## src/rtl/vgcr_pkg.sv

```systemverilog
// Package with register map, field layout, reset values and carrier types of the genlock control registers.
package vgcr_pkg;

  localparam logic [7:0] BLANK_LEVEL_MEASURE_OFS   = 8'h06;
  localparam logic [7:0] RESERVED_SLOT_SEVEN_OFS   = 8'h07;
  localparam logic [7:0] STANDARD_RATE_CONTROL_OFS = 8'h08;
  localparam logic [7:0] SYNC_POSITION_OFFSET_OFS  = 8'h09;

  localparam int STD_MSB    = 7;
  localparam int STD_LSB    = 6;
  localparam int RATE_MSB   = 5;
  localparam int RATE_LSB   = 4;
  localparam int FREE_BIT   = 3;
  localparam int SUPP_BIT   = 2;
  localparam int CLAMP_BIT  = 1;
  localparam int SRST_BIT   = 0;

  localparam logic [1:0] STD_525      = 2'h0;
  localparam logic [1:0] STD_PAL_M    = 2'h1;
  localparam logic [1:0] STD_PAL_BGHI = 2'h2;
  localparam logic [1:0] STD_PAL_N    = 2'h3;
  localparam logic [1:0] RATE_12M27   = 2'h0;
  localparam logic [1:0] RATE_13M5    = 2'h1;
  localparam logic [1:0] RATE_14M75   = 2'h2;
  localparam logic [1:0] RATE_15M0    = 2'h3;

  localparam logic [1:0] STD_RESET    = STD_525;
  localparam logic [1:0] RATE_RESET   = RATE_12M27;
  localparam logic       FREE_RESET   = 1'h0;
  localparam logic       SUPP_RESET   = 1'h0;
  localparam logic       CLAMP_RESET  = 1'h1;
  localparam logic [7:0] OFFSET_RESET = 8'h80;
  localparam logic [7:0] BLANK_RESET  = 8'h00;

  // Nominal blank readings for a clean input, for reference by software.
  localparam logic [7:0] BLANK_NOMINAL_525 = 8'h3C;
  localparam logic [7:0] BLANK_NOMINAL_625 = 8'h40;

  // Lead-lag code that, with a half-pixel subpixel setting, aligns sync out to the input falling sync edge.
  localparam logic [7:0] OFFSET_ALIGN_CODE = 8'h79;

  typedef struct packed {
    logic [1:0] video_standard_select;
    logic [1:0] sample_rate_select;
    logic       free_run;
    logic       reference_data_suppress;
    logic       digital_porch_clamp_enable;
  } vgcr_ctrl_s;

  typedef struct packed {
    logic [7:0] addr;
    logic       wr;
    logic       rd;
    logic [7:0] wdata;
  } vgcr_req_s;

endpackage

```

## src/rtl/vgcr_regs.sv

```systemverilog
// Control and status registers at offsets 06h to 09h of the genlocking video digitizer.
`timescale 1ns/1ps
`default_nettype none

// Notes on behaviour
// - Blank level captured from filtered converter during back porch.
// - Nominal blank about 60 (525) or 64 (625).
// - Bits 7:6 select the video standard.
// - Bits 5:4 select the pixel sample rate.
// - Top two rate codes only on extended variant.
// - Odd standard/rate combinations lose subcarrier validity.
// - Free-run low: syncs follow the locked video timing.
// - Free-run high: hsync counted down from free clock.
// - Suppress low: reference data inserted during hsync.
// - Suppress high: bus carries only video samples.
// - Bit 1 enables the vertically filtered porch clamp.
// - Soft reset bit returns high by itself.
// - Soft reset bit always reads as one.
// - Lead-lag register, one-pixel steps, resets to 80h.
// - Lower lead-lag advances syncs, higher delays them.
// - Code 79h plus half pixel aligns sync edge.
// - Subpixel offset is 5-bit fraction, outside this block.
module vgcr_regs #(
  parameter bit          EXTENDED_RATES = 1'b0,
  parameter int          FREE_LINE_CLKS = 1000,
  parameter int          HSYNC_CLKS     = 64
) (
  input  wire logic                 i_core_clk,
  input  wire logic                 i_rst_b,
  input  wire vgcr_pkg::vgcr_req_s  i_req,
  input  wire logic [7:0]           i_adc_lpf_sample,
  input  wire logic                 i_back_porch,
  input  wire logic [7:0]           i_video_sample,
  input  wire logic [7:0]           i_genlock_reference_data,
  input  wire logic                 i_locked_hsync,
  input  wire logic                 i_locked_vsync,
  output logic [7:0]                o_reg_rdata,
  output logic                      o_reg_rvalid,
  output vgcr_pkg::vgcr_ctrl_s      o_ctrl,
  output logic [7:0]                o_sync_position_offset,
  output logic                      o_soft_reset,
  output logic                      o_subcarrier_valid,
  output logic                      o_horizontal_sync_out,
  output logic                      o_vertical_sync_out,
  output logic [7:0]                o_composite_data_bus
);

  // The 12-bit down-counter bounds the line length, and the sync pulse must end inside the line.
  if (FREE_LINE_CLKS < 2 || FREE_LINE_CLKS > 4095 || HSYNC_CLKS < 1 || HSYNC_CLKS >= FREE_LINE_CLKS)
  begin
    $error("vgcr_regs: free-run line length or sync width out of range.");
  end

  localparam logic [11:0] LINE_LAST = 12'(FREE_LINE_CLKS - 1);
  localparam logic [11:0] SYNC_END  = 12'(HSYNC_CLKS);

  typedef struct packed {
    vgcr_pkg::vgcr_ctrl_s ctrl;
    logic [7:0]           offset;
    logic [7:0]           blank_level;
    logic [7:0]           rdata;
    logic                 rvalid;
    logic                 srst;
    logic                 sub_valid;
    logic [11:0]          line_cnt;
    logic                 hsync;
    logic                 vsync;
    logic [7:0]           composite_data_bus;
  } vgcr_state_s;

  vgcr_state_s state;
  vgcr_state_s next_state;

  logic [7:0] ctrl_read;
  logic       ctrl_write;

  always_comb
  begin
    ctrl_read  = {state.ctrl.video_standard_select, state.ctrl.sample_rate_select, state.ctrl.free_run,
                  state.ctrl.reference_data_suppress, state.ctrl.digital_porch_clamp_enable, 1'h1};
    ctrl_write = i_req.wr && i_req.addr == vgcr_pkg::STANDARD_RATE_CONTROL_OFS;
    next_state = state;
    next_state.rvalid = i_req.rd;
    next_state.srst   = 1'h0;
    if (i_req.rd)
    begin
      unique case (i_req.addr)
        vgcr_pkg::BLANK_LEVEL_MEASURE_OFS:   next_state.rdata = state.blank_level;
        vgcr_pkg::STANDARD_RATE_CONTROL_OFS: next_state.rdata = ctrl_read;
        vgcr_pkg::SYNC_POSITION_OFFSET_OFS:  next_state.rdata = state.offset;
        default:                             next_state.rdata = 8'h00;
      endcase
    end
    if (ctrl_write)
    begin
      next_state.ctrl.video_standard_select = i_req.wdata[vgcr_pkg::STD_MSB:vgcr_pkg::STD_LSB];
      next_state.ctrl.sample_rate_select    = i_req.wdata[vgcr_pkg::RATE_MSB:vgcr_pkg::RATE_LSB];
      // A base part keeps the upper rate bit clear, so codes 10 and 11 fold onto 00 and 01.
      if (!EXTENDED_RATES)
      begin
        next_state.ctrl.sample_rate_select[1] = 1'h0;
      end
      next_state.ctrl.free_run                   = i_req.wdata[vgcr_pkg::FREE_BIT];
      next_state.ctrl.reference_data_suppress    = i_req.wdata[vgcr_pkg::SUPP_BIT];
      next_state.ctrl.digital_porch_clamp_enable = i_req.wdata[vgcr_pkg::CLAMP_BIT];
      next_state.srst = !i_req.wdata[vgcr_pkg::SRST_BIT];
    end
    if (i_req.wr && i_req.addr == vgcr_pkg::SYNC_POSITION_OFFSET_OFS)
    begin
      next_state.offset = i_req.wdata;
    end
    // Standard and rate codes 0x1x and 1x00 give no usable subcarrier.
    next_state.sub_valid = !(!next_state.ctrl.video_standard_select[1] && next_state.ctrl.sample_rate_select[1])
                        && !(next_state.ctrl.video_standard_select[1]
                             && next_state.ctrl.sample_rate_select == vgcr_pkg::RATE_12M27);
    if (i_back_porch)
    begin
      next_state.blank_level = i_adc_lpf_sample;
    end
    next_state.line_cnt = (state.line_cnt == 12'h000) ? LINE_LAST : state.line_cnt - 12'h001;
    next_state.hsync = state.ctrl.free_run ? (state.line_cnt < SYNC_END) : i_locked_hsync;
    next_state.vsync = i_locked_vsync;
    next_state.composite_data_bus  = (!state.ctrl.reference_data_suppress && i_locked_hsync) ? i_genlock_reference_data
                                                                            : i_video_sample;
    // Soft reset clears the internal state and leaves the host control bits alone.
    if (state.srst)
    begin
      next_state.blank_level = vgcr_pkg::BLANK_RESET;
      next_state.line_cnt    = LINE_LAST;
      next_state.hsync       = 1'h0;
      next_state.vsync       = 1'h0;
      next_state.composite_data_bus        = 8'h00;
    end
  end

  always_ff @(posedge i_core_clk or negedge i_rst_b)
  begin
    if (!i_rst_b)
    begin
      state                                  <= '0;
      state.ctrl.video_standard_select       <= vgcr_pkg::STD_RESET;
      state.ctrl.sample_rate_select          <= vgcr_pkg::RATE_RESET;
      state.ctrl.free_run                    <= vgcr_pkg::FREE_RESET;
      state.ctrl.reference_data_suppress     <= vgcr_pkg::SUPP_RESET;
      state.ctrl.digital_porch_clamp_enable  <= vgcr_pkg::CLAMP_RESET;
      state.offset                           <= vgcr_pkg::OFFSET_RESET;
      state.blank_level                      <= vgcr_pkg::BLANK_RESET;
      state.sub_valid                        <= 1'h1;
      state.line_cnt                         <= LINE_LAST;
    end
    else
    begin
      state <= next_state;
    end
  end

  assign o_reg_rdata            = state.rdata;
  assign o_reg_rvalid           = state.rvalid;
  assign o_ctrl                 = state.ctrl;
  // The timing core applies this whole-pixel offset together with its own subpixel fraction.
  assign o_sync_position_offset = state.offset;
  assign o_soft_reset           = state.srst;
  assign o_subcarrier_valid     = state.sub_valid;
  assign o_horizontal_sync_out  = state.hsync;
  assign o_vertical_sync_out    = state.vsync;
  assign o_composite_data_bus   = state.composite_data_bus;

  property p_srst_one_shot;
    @(posedge i_core_clk) disable iff (!i_rst_b)
    (i_req.wr && i_req.addr == vgcr_pkg::STANDARD_RATE_CONTROL_OFS && !i_req.wdata[0])
      |=> o_soft_reset ##1 !o_soft_reset || $past(i_req.wr);
  endproperty
  a_srst_one_shot: assert property (p_srst_one_shot) else $error("Soft reset is not a single pulse.");

  property p_srst_reads_one;
    @(posedge i_core_clk) disable iff (!i_rst_b)
    (i_req.rd && i_req.addr == vgcr_pkg::STANDARD_RATE_CONTROL_OFS) |=> o_reg_rvalid && o_reg_rdata[0];
  endproperty
  a_srst_reads_one: assert property (p_srst_reads_one) else $error("Soft reset bit read as zero.");

  property p_reserved_zero;
    @(posedge i_core_clk) disable iff (!i_rst_b)
    (i_req.rd && i_req.addr == vgcr_pkg::RESERVED_SLOT_SEVEN_OFS) |=> o_reg_rdata == 8'h00;
  endproperty
  a_reserved_zero: assert property (p_reserved_zero) else $error("Reserved slot read nonzero.");

  property p_srst_keeps_ctrl;
    @(posedge i_core_clk) disable iff (!i_rst_b)
    o_soft_reset |=> $stable(o_ctrl) && $stable(o_sync_position_offset) || $past(i_req.wr);
  endproperty
  a_srst_keeps_ctrl: assert property (p_srst_keeps_ctrl) else $error("Soft reset altered control bits.");

  property p_rate_variant;
    @(posedge i_core_clk) disable iff (!i_rst_b)
    !EXTENDED_RATES |-> !o_ctrl.sample_rate_select[1];
  endproperty
  a_rate_variant: assert property (p_rate_variant) else $error("Extended rate code on base variant.");

  property p_ref_insert;
    @(posedge i_core_clk) disable iff (!i_rst_b)
    (!o_ctrl.reference_data_suppress && i_locked_hsync && !o_soft_reset)
      |=> o_composite_data_bus == $past(i_genlock_reference_data);
  endproperty
  a_ref_insert: assert property (p_ref_insert) else $error("Reference data missing in sync pulse.");

  property p_ref_suppress;
    @(posedge i_core_clk) disable iff (!i_rst_b)
    (o_ctrl.reference_data_suppress && !o_soft_reset) |=> o_composite_data_bus == $past(i_video_sample);
  endproperty
  a_ref_suppress: assert property (p_ref_suppress) else $error("Bus not carrying plain video.");

  property p_blank_capture;
    @(posedge i_core_clk) disable iff (!i_rst_b)
    (i_back_porch && !o_soft_reset) |=> state.blank_level == $past(i_adc_lpf_sample);
  endproperty
  a_blank_capture: assert property (p_blank_capture) else $error("Blank level not captured.");

  property p_genlock_sync;
    @(posedge i_core_clk) disable iff (!i_rst_b)
    (!o_ctrl.free_run && !o_soft_reset) |=> o_horizontal_sync_out == $past(i_locked_hsync);
  endproperty
  a_genlock_sync: assert property (p_genlock_sync) else $error("Sync not following locked timing.");

  property p_free_sync_period;
    @(posedge i_core_clk) disable iff (!i_rst_b)
    (o_ctrl.free_run && !o_soft_reset && state.line_cnt == 12'h000) |=> o_horizontal_sync_out;
  endproperty
  a_free_sync_period: assert property (p_free_sync_period) else $error("Free-run sync missing at wrap.");

  property p_srst_clears;
    @(posedge i_core_clk) disable iff (!i_rst_b)
    o_soft_reset |=> state.blank_level == vgcr_pkg::BLANK_RESET && state.line_cnt == LINE_LAST
      && !o_horizontal_sync_out && !o_vertical_sync_out && o_composite_data_bus == 8'h00;
  endproperty
  a_srst_clears: assert property (p_srst_clears) else $error("Soft reset left internal state.");

  property p_srst_needs_write;
    @(posedge i_core_clk) disable iff (!i_rst_b)
    !(ctrl_write && !i_req.wdata[vgcr_pkg::SRST_BIT]) |=> !o_soft_reset;
  endproperty
  a_srst_needs_write: assert property (p_srst_needs_write) else $error("Soft reset without a write.");

  property p_blank_read;
    @(posedge i_core_clk) disable iff (!i_rst_b)
    (i_req.rd && i_req.addr == vgcr_pkg::BLANK_LEVEL_MEASURE_OFS) |=> o_reg_rdata == $past(state.blank_level);
  endproperty
  a_blank_read: assert property (p_blank_read) else $error("Blank level read back wrong.");

  property p_offset_read;
    @(posedge i_core_clk) disable iff (!i_rst_b)
    (i_req.rd && i_req.addr == vgcr_pkg::SYNC_POSITION_OFFSET_OFS)
      |=> o_reg_rdata == $past(o_sync_position_offset);
  endproperty
  a_offset_read: assert property (p_offset_read) else $error("Lead-lag read back wrong.");

  property p_offset_write;
    @(posedge i_core_clk) disable iff (!i_rst_b)
    (i_req.wr && i_req.addr == vgcr_pkg::SYNC_POSITION_OFFSET_OFS)
      |=> o_sync_position_offset == $past(i_req.wdata);
  endproperty
  a_offset_write: assert property (p_offset_write) else $error("Lead-lag write lost.");

  property p_std_write;
    @(posedge i_core_clk) disable iff (!i_rst_b)
    ctrl_write |=> o_ctrl.video_standard_select == $past(i_req.wdata[vgcr_pkg::STD_MSB:vgcr_pkg::STD_LSB]);
  endproperty
  a_std_write: assert property (p_std_write) else $error("Standard field write lost.");

  property p_rate_write;
    @(posedge i_core_clk) disable iff (!i_rst_b)
    ctrl_write |=> o_ctrl.sample_rate_select[0] == $past(i_req.wdata[vgcr_pkg::RATE_LSB]);
  endproperty
  a_rate_write: assert property (p_rate_write) else $error("Rate field write lost.");

  property p_clamp_write;
    @(posedge i_core_clk) disable iff (!i_rst_b)
    ctrl_write |=> o_ctrl.digital_porch_clamp_enable == $past(i_req.wdata[vgcr_pkg::CLAMP_BIT]);
  endproperty
  a_clamp_write: assert property (p_clamp_write) else $error("Clamp enable write lost.");

  property p_ctrl_hold;
    @(posedge i_core_clk) disable iff (!i_rst_b)
    !ctrl_write |=> $stable(o_ctrl);
  endproperty
  a_ctrl_hold: assert property (p_ctrl_hold) else $error("Control bits changed without a write.");

  property p_offset_hold;
    @(posedge i_core_clk) disable iff (!i_rst_b)
    !(i_req.wr && i_req.addr == vgcr_pkg::SYNC_POSITION_OFFSET_OFS) |=> $stable(o_sync_position_offset);
  endproperty
  a_offset_hold: assert property (p_offset_hold) else $error("Lead-lag changed without a write.");

  property p_plain_video;
    @(posedge i_core_clk) disable iff (!i_rst_b)
    (!o_soft_reset && !i_locked_hsync) |=> o_composite_data_bus == $past(i_video_sample);
  endproperty
  a_plain_video: assert property (p_plain_video) else $error("Bus not carrying video outside sync.");

  property p_vsync_follow;
    @(posedge i_core_clk) disable iff (!i_rst_b)
    !o_soft_reset |=> o_vertical_sync_out == $past(i_locked_vsync);
  endproperty
  a_vsync_follow: assert property (p_vsync_follow) else $error("Vertical sync not following timing.");

endmodule
`default_nettype wire

```

## config.mk

```make
export PLATFORM = sky130hd
export DESIGN_NAME = vgcr_regs
export DESIGN_NICKNAME = d
export VERILOG_FILES = /design/src/rtl/vgcr_pkg.sv /design/src/rtl/vgcr_regs.sv
export SDC_FILE = /design/constraint.sdc
export NUM_CORES = 1
export LEC_CHECK = 0
export ABC_CLOCK_PERIOD_IN_PS = 2850
export CAP_MARGIN = 20
export CORE_UTILIZATION = 50
export CTS_CLUSTER_DIAMETER = 30
export DETAILED_ROUTE_END_ITERATION = 8
export DONT_BUFFER_PORTS = 1
export HOLD_SLACK_MARGIN = 0.02
export RECOVER_POWER = 25
export SLEW_MARGIN = 25
export SYNTH_ARGS = -nofsm -noshare
export SYNTH_HDL_FRONTEND = slang
export SYNTH_SLANG_ARGS = --single-unit
```

## constraint.sdc

```tcl
create_clock -name i_core_clk -period 2.85 [get_ports i_core_clk]
set_clock_uncertainty 0.2 [all_clocks]
set_input_delay 0 -clock i_core_clk [delete_from_list [all_inputs] [get_ports i_core_clk]]
set_output_delay 0 -clock i_core_clk [all_outputs]
set_load 0.05 [all_outputs]
```

==> flow_summary.json <==
{
  "cts_setup_buffers": 0,
  "seqPwrFrac_pct": 60.2,
  "period_share_pct": 84.12,
  "die_y_um": 76.75,
  "synth.distinct_cells": 45,
  "synth-seq-cells": 56,
  "die_area_mm2": 0.005891,
  "core_mm2": 0.005238,
  "start_util_pct": 53.34,
  "place_ws_ns": 0.8342,
  "num_antenna_cells": 0,
  "htree_levels": 2,
  "clk_latency_ns": 0.30,
  "design_area_mm2": 0.003331,
  "switchingPower_mw": 0.5321,
  "drc": 0,
  "final_nets": 318,
  "drt_first_iter_violations": 88,
  "synth_warnings": 0,
  "ir_worst_vdd_mv": 0.2441,
  "instances_no_fill": 340,
  "swShare_pct": 29.94,
  "crit_required_ns": 2.84,
  "setup_ws_ns": 0.4525,
  "cts_tree": "built",
  "dr.pass1.iters": 4,
  "setup_viol": 0,
  "hold_path.class": "in2reg",
  "slew_headroom_pct": 51.15,
  "place_area_mm2": 0.002623,
  "crit_path_start": "i_req[17]",
  "leakage_nw": 1.507,
  "port_buffers": 0,
  "crit_end": "o_sync_position_offset[6]",
  "reg2reg_slack_ns": 0.77,
  "worst_pin_slew_ns": 0.7327,
  "syn_avg_cell_area_um2": 11.64,
  "synth.most_common_cell": "dfrtp_1",
  "critPathCaptureType": "flop",
  "num_vias": 1958,
  "max_freq_mhz": 417.1,
  "reg2regPathDepth": 3,
  "reg2reg_from": "state[14]",
  "hpwl_mm": 3.989,
  "synth.area.top_cells": "dfrtp_1 (40%), dfstp_2 (10%), buf_4 (8.3%)",
  "synthToLayoutAreaGrowth_pct": 19.21,
  "tns_ns": 0,
  "whs_ns": 0.09019,
  "place_inst": 273,
  "p_int_mw": 1.245,
  "synth_edf_count": 0,
  "cts_sinks": 56,
  "cp-start-kind": "input pin",
  "crit_arrival_ns": 2.39,
  "clkPwrFrac_pct": 24.6,
  "root_buffer": "clkbuf_8",
  "pwr-share-comb_pct": 15.1,
  "drt-total-wl_mm": 6.108,
  "rows": 26,
  "status": "completed",
  "wl_per_cell_um": 17.96,
  "synth_cells": 240,
  "layout-drive-gt1-share_pct": 15.56,
  "synth_top_area_share_pct": 40.30,
  "die_w_um": 76.75,
  "worstPathCellList": "or4_1, or4_4, dlygate4sd3_1, mux2_4",
  "cts_buffers": 5,
  "drv_slew": 0,
  "critPathMaxStageDelay_ns": 0.76,
  "path_buf_inv": 1,
  "max-cap-violations": 0,
  "critPathMaxFanout": 9,
  "finalHoldViolations": 0,
  "grt_pass1_vias": 1990,
  "path_depth": 4,
  "reg2reg_to": "state[17]",
  "grt-ovfl-total": 0,
  "synth_ff_type": "dfrtp_1",
  "grt.total_usage_pct": 21.47,
  "synth_top_cells_by_count": "dfrtp_1 (45), buf_4 (31), mux2i_1 (23), nor2_1 (21), dfstp_2 (11)",
  "synth_top_area_cell": "dfrtp_1",
  "globalplace.congestion": 0.8114,
  "syn_area_mm2": 0.002794,
  "synth_nets": 289,
  "synthArstFlopShare_pct": 100.0,
  "design.portCount": 83,
  "cellPowerDensity_mw_per_mm2": 533.6,
  "viasPerCell": 5.759,
  "ant_nets": 0,
  "antenna_found_initial": 0,
  "fin_crit_ns": 2.398,
  "ys_seq_area_share_pct": 50.65,
  "clkTransAtPathRegs_ns": 0.09,
  "grt_pass1_wl_mm": 9.901,
  "utilization_pct": 63.59,
  "rsz0062_at_grt": "no",
  "slowest_stage": "dlygate4sd3_1",
  "grt_max_degree": 31,
  "cp_top_family": "simple AND/OR/NAND/NOR gates",
  "ctsLongestPathBuffers": 2,
  "total_power_mw": 1.777,
  "path_class": "in2reg"
}
-- flip-flops by register name, summed over array words and instances, names as in the netlist --
register	flops
o_composite_data_bus	8
o_horizontal_sync_out	1
o_ctrl	7
o_vertical_sync_out	1
o_reg_rvalid	1
o_sync_position_offset	8
o_reg_rdata	8
o_soft_reset	1
o_subcarrier_valid	1
state	20
-- routing by layer --
layer  up-vias  GRT usage, %  share of wire (%)
li1        887             -                  -
met1       980         28.39                 42
met2        84         34.64                 50
met3         7         4.881                6.2
met4         0         7.308                1.3
met5         -             0                  0
-- cell families (layout without fill, tap and decap cells) --
logic type,count (synthesis),after routing,synth area share (%)
adder cells (fa/ha/maj),2,2,0.8955
AND/OR/NAND/NOR,67,67,13.84
AO/OA/AOI/OAI,27,27,7.569
flip-flops,56,56,50.65
XOR/XNOR,3,3,0.9406
multiplexers,37,37,14.96
buffers and inverters,48,78,11.15
-- worst min path at each step --
| stage | startpoint | end | slack (ns) | depth (start not counted) |
|---|---|---|---|---|
| finish | i_req[14] | o_reg_rdata[3] | 0.09 | 3 |
| floorplan | i_rst_b | o_composite_data_bus[0] | -0.50 | 0 |
| global route | i_req[15] | o_reg_rdata[2] | 0.09 | 3 |
| global placement | i_rst_b | o_reg_rdata[1] | -0.49 | 0 |
| CTS | i_req[15] | o_reg_rdata[2] | 0.08 | 3 |
| detailed placement | i_rst_b | o_reg_rdata[7] | -0.49 | 0 |
-- timing repair --
action                                 4_1_cts  5_1_grt
hold buffers                                59        0
endpoints found under the hold margin      100        0
resized for setup                            0        0
-- cells in the final DEF, fill, tap and decap left out, types with 3 or more instances in the layout --
| cell | synthesis | routed |
|---|---|---|
| o31ai_1 | 3 | 3 |
| mux2_4 | 8 | 8 |
| nand2b_1 | 3 | 3 |
| mux2i_1 | 23 | 23 |
| inv_1 | 8 | 8 |
| a21oi_1 | 3 | 3 |
| dfrtp_1 | 45 | 45 |
| or4_1 | 5 | 5 |
| o211ai_1 | 3 | 3 |
| nand2_1 | 7 | 7 |
| nor2b_1 | 5 | 5 |
| clkbuf_8 | 0 | 6 |
| xnor2_1 | 3 | 3 |
| o21ai_0 | 3 | 3 |
| nor4_1 | 4 | 4 |
| nor3_1 | 6 | 6 |
| dfstp_2 | 11 | 11 |
| dlygate4sd3_1 | 0 | 57 |
| nor2_1 | 21 | 21 |
| a32oi_1 | 3 | 3 |
| mux2_2 | 6 | 6 |
| a221o_1 | 5 | 5 |
-- power by group through the flow --
stage | clock, mW | sequential (mW) | combinational (mW)
3_5_place_dp | 0 | 1.08 | 0.165
6_report | 0.438 | 1.07 | 0.269
5_1_grt | 0.493 | 1.08 | 0.297
4_1_cts | 0.454 | 1.07 | 0.266
2_1_floorplan | 0 | 0.989 | 0.238
3_3_place_gp | 0 | 1.07 | 0.153
-- layout make-up --
type | count | area [um^2]
clock buffers | 7 | 86.33
clock inverters | 1 | 7.507
fillers | 393 | 1907
inverters | 8 | 30.03
multi-input cells | 136 | 1067
flip-flops and latches | 56 | 1415
well taps | 70 | 87.58
repair buffers | 62 | 636.9
-- tightest hold or removal path: stages --
cell and delay (ns):
or4_1 0.29, or4_2 0.19, o211ai_1 0.08
Power figures use the tool's default switching activity.
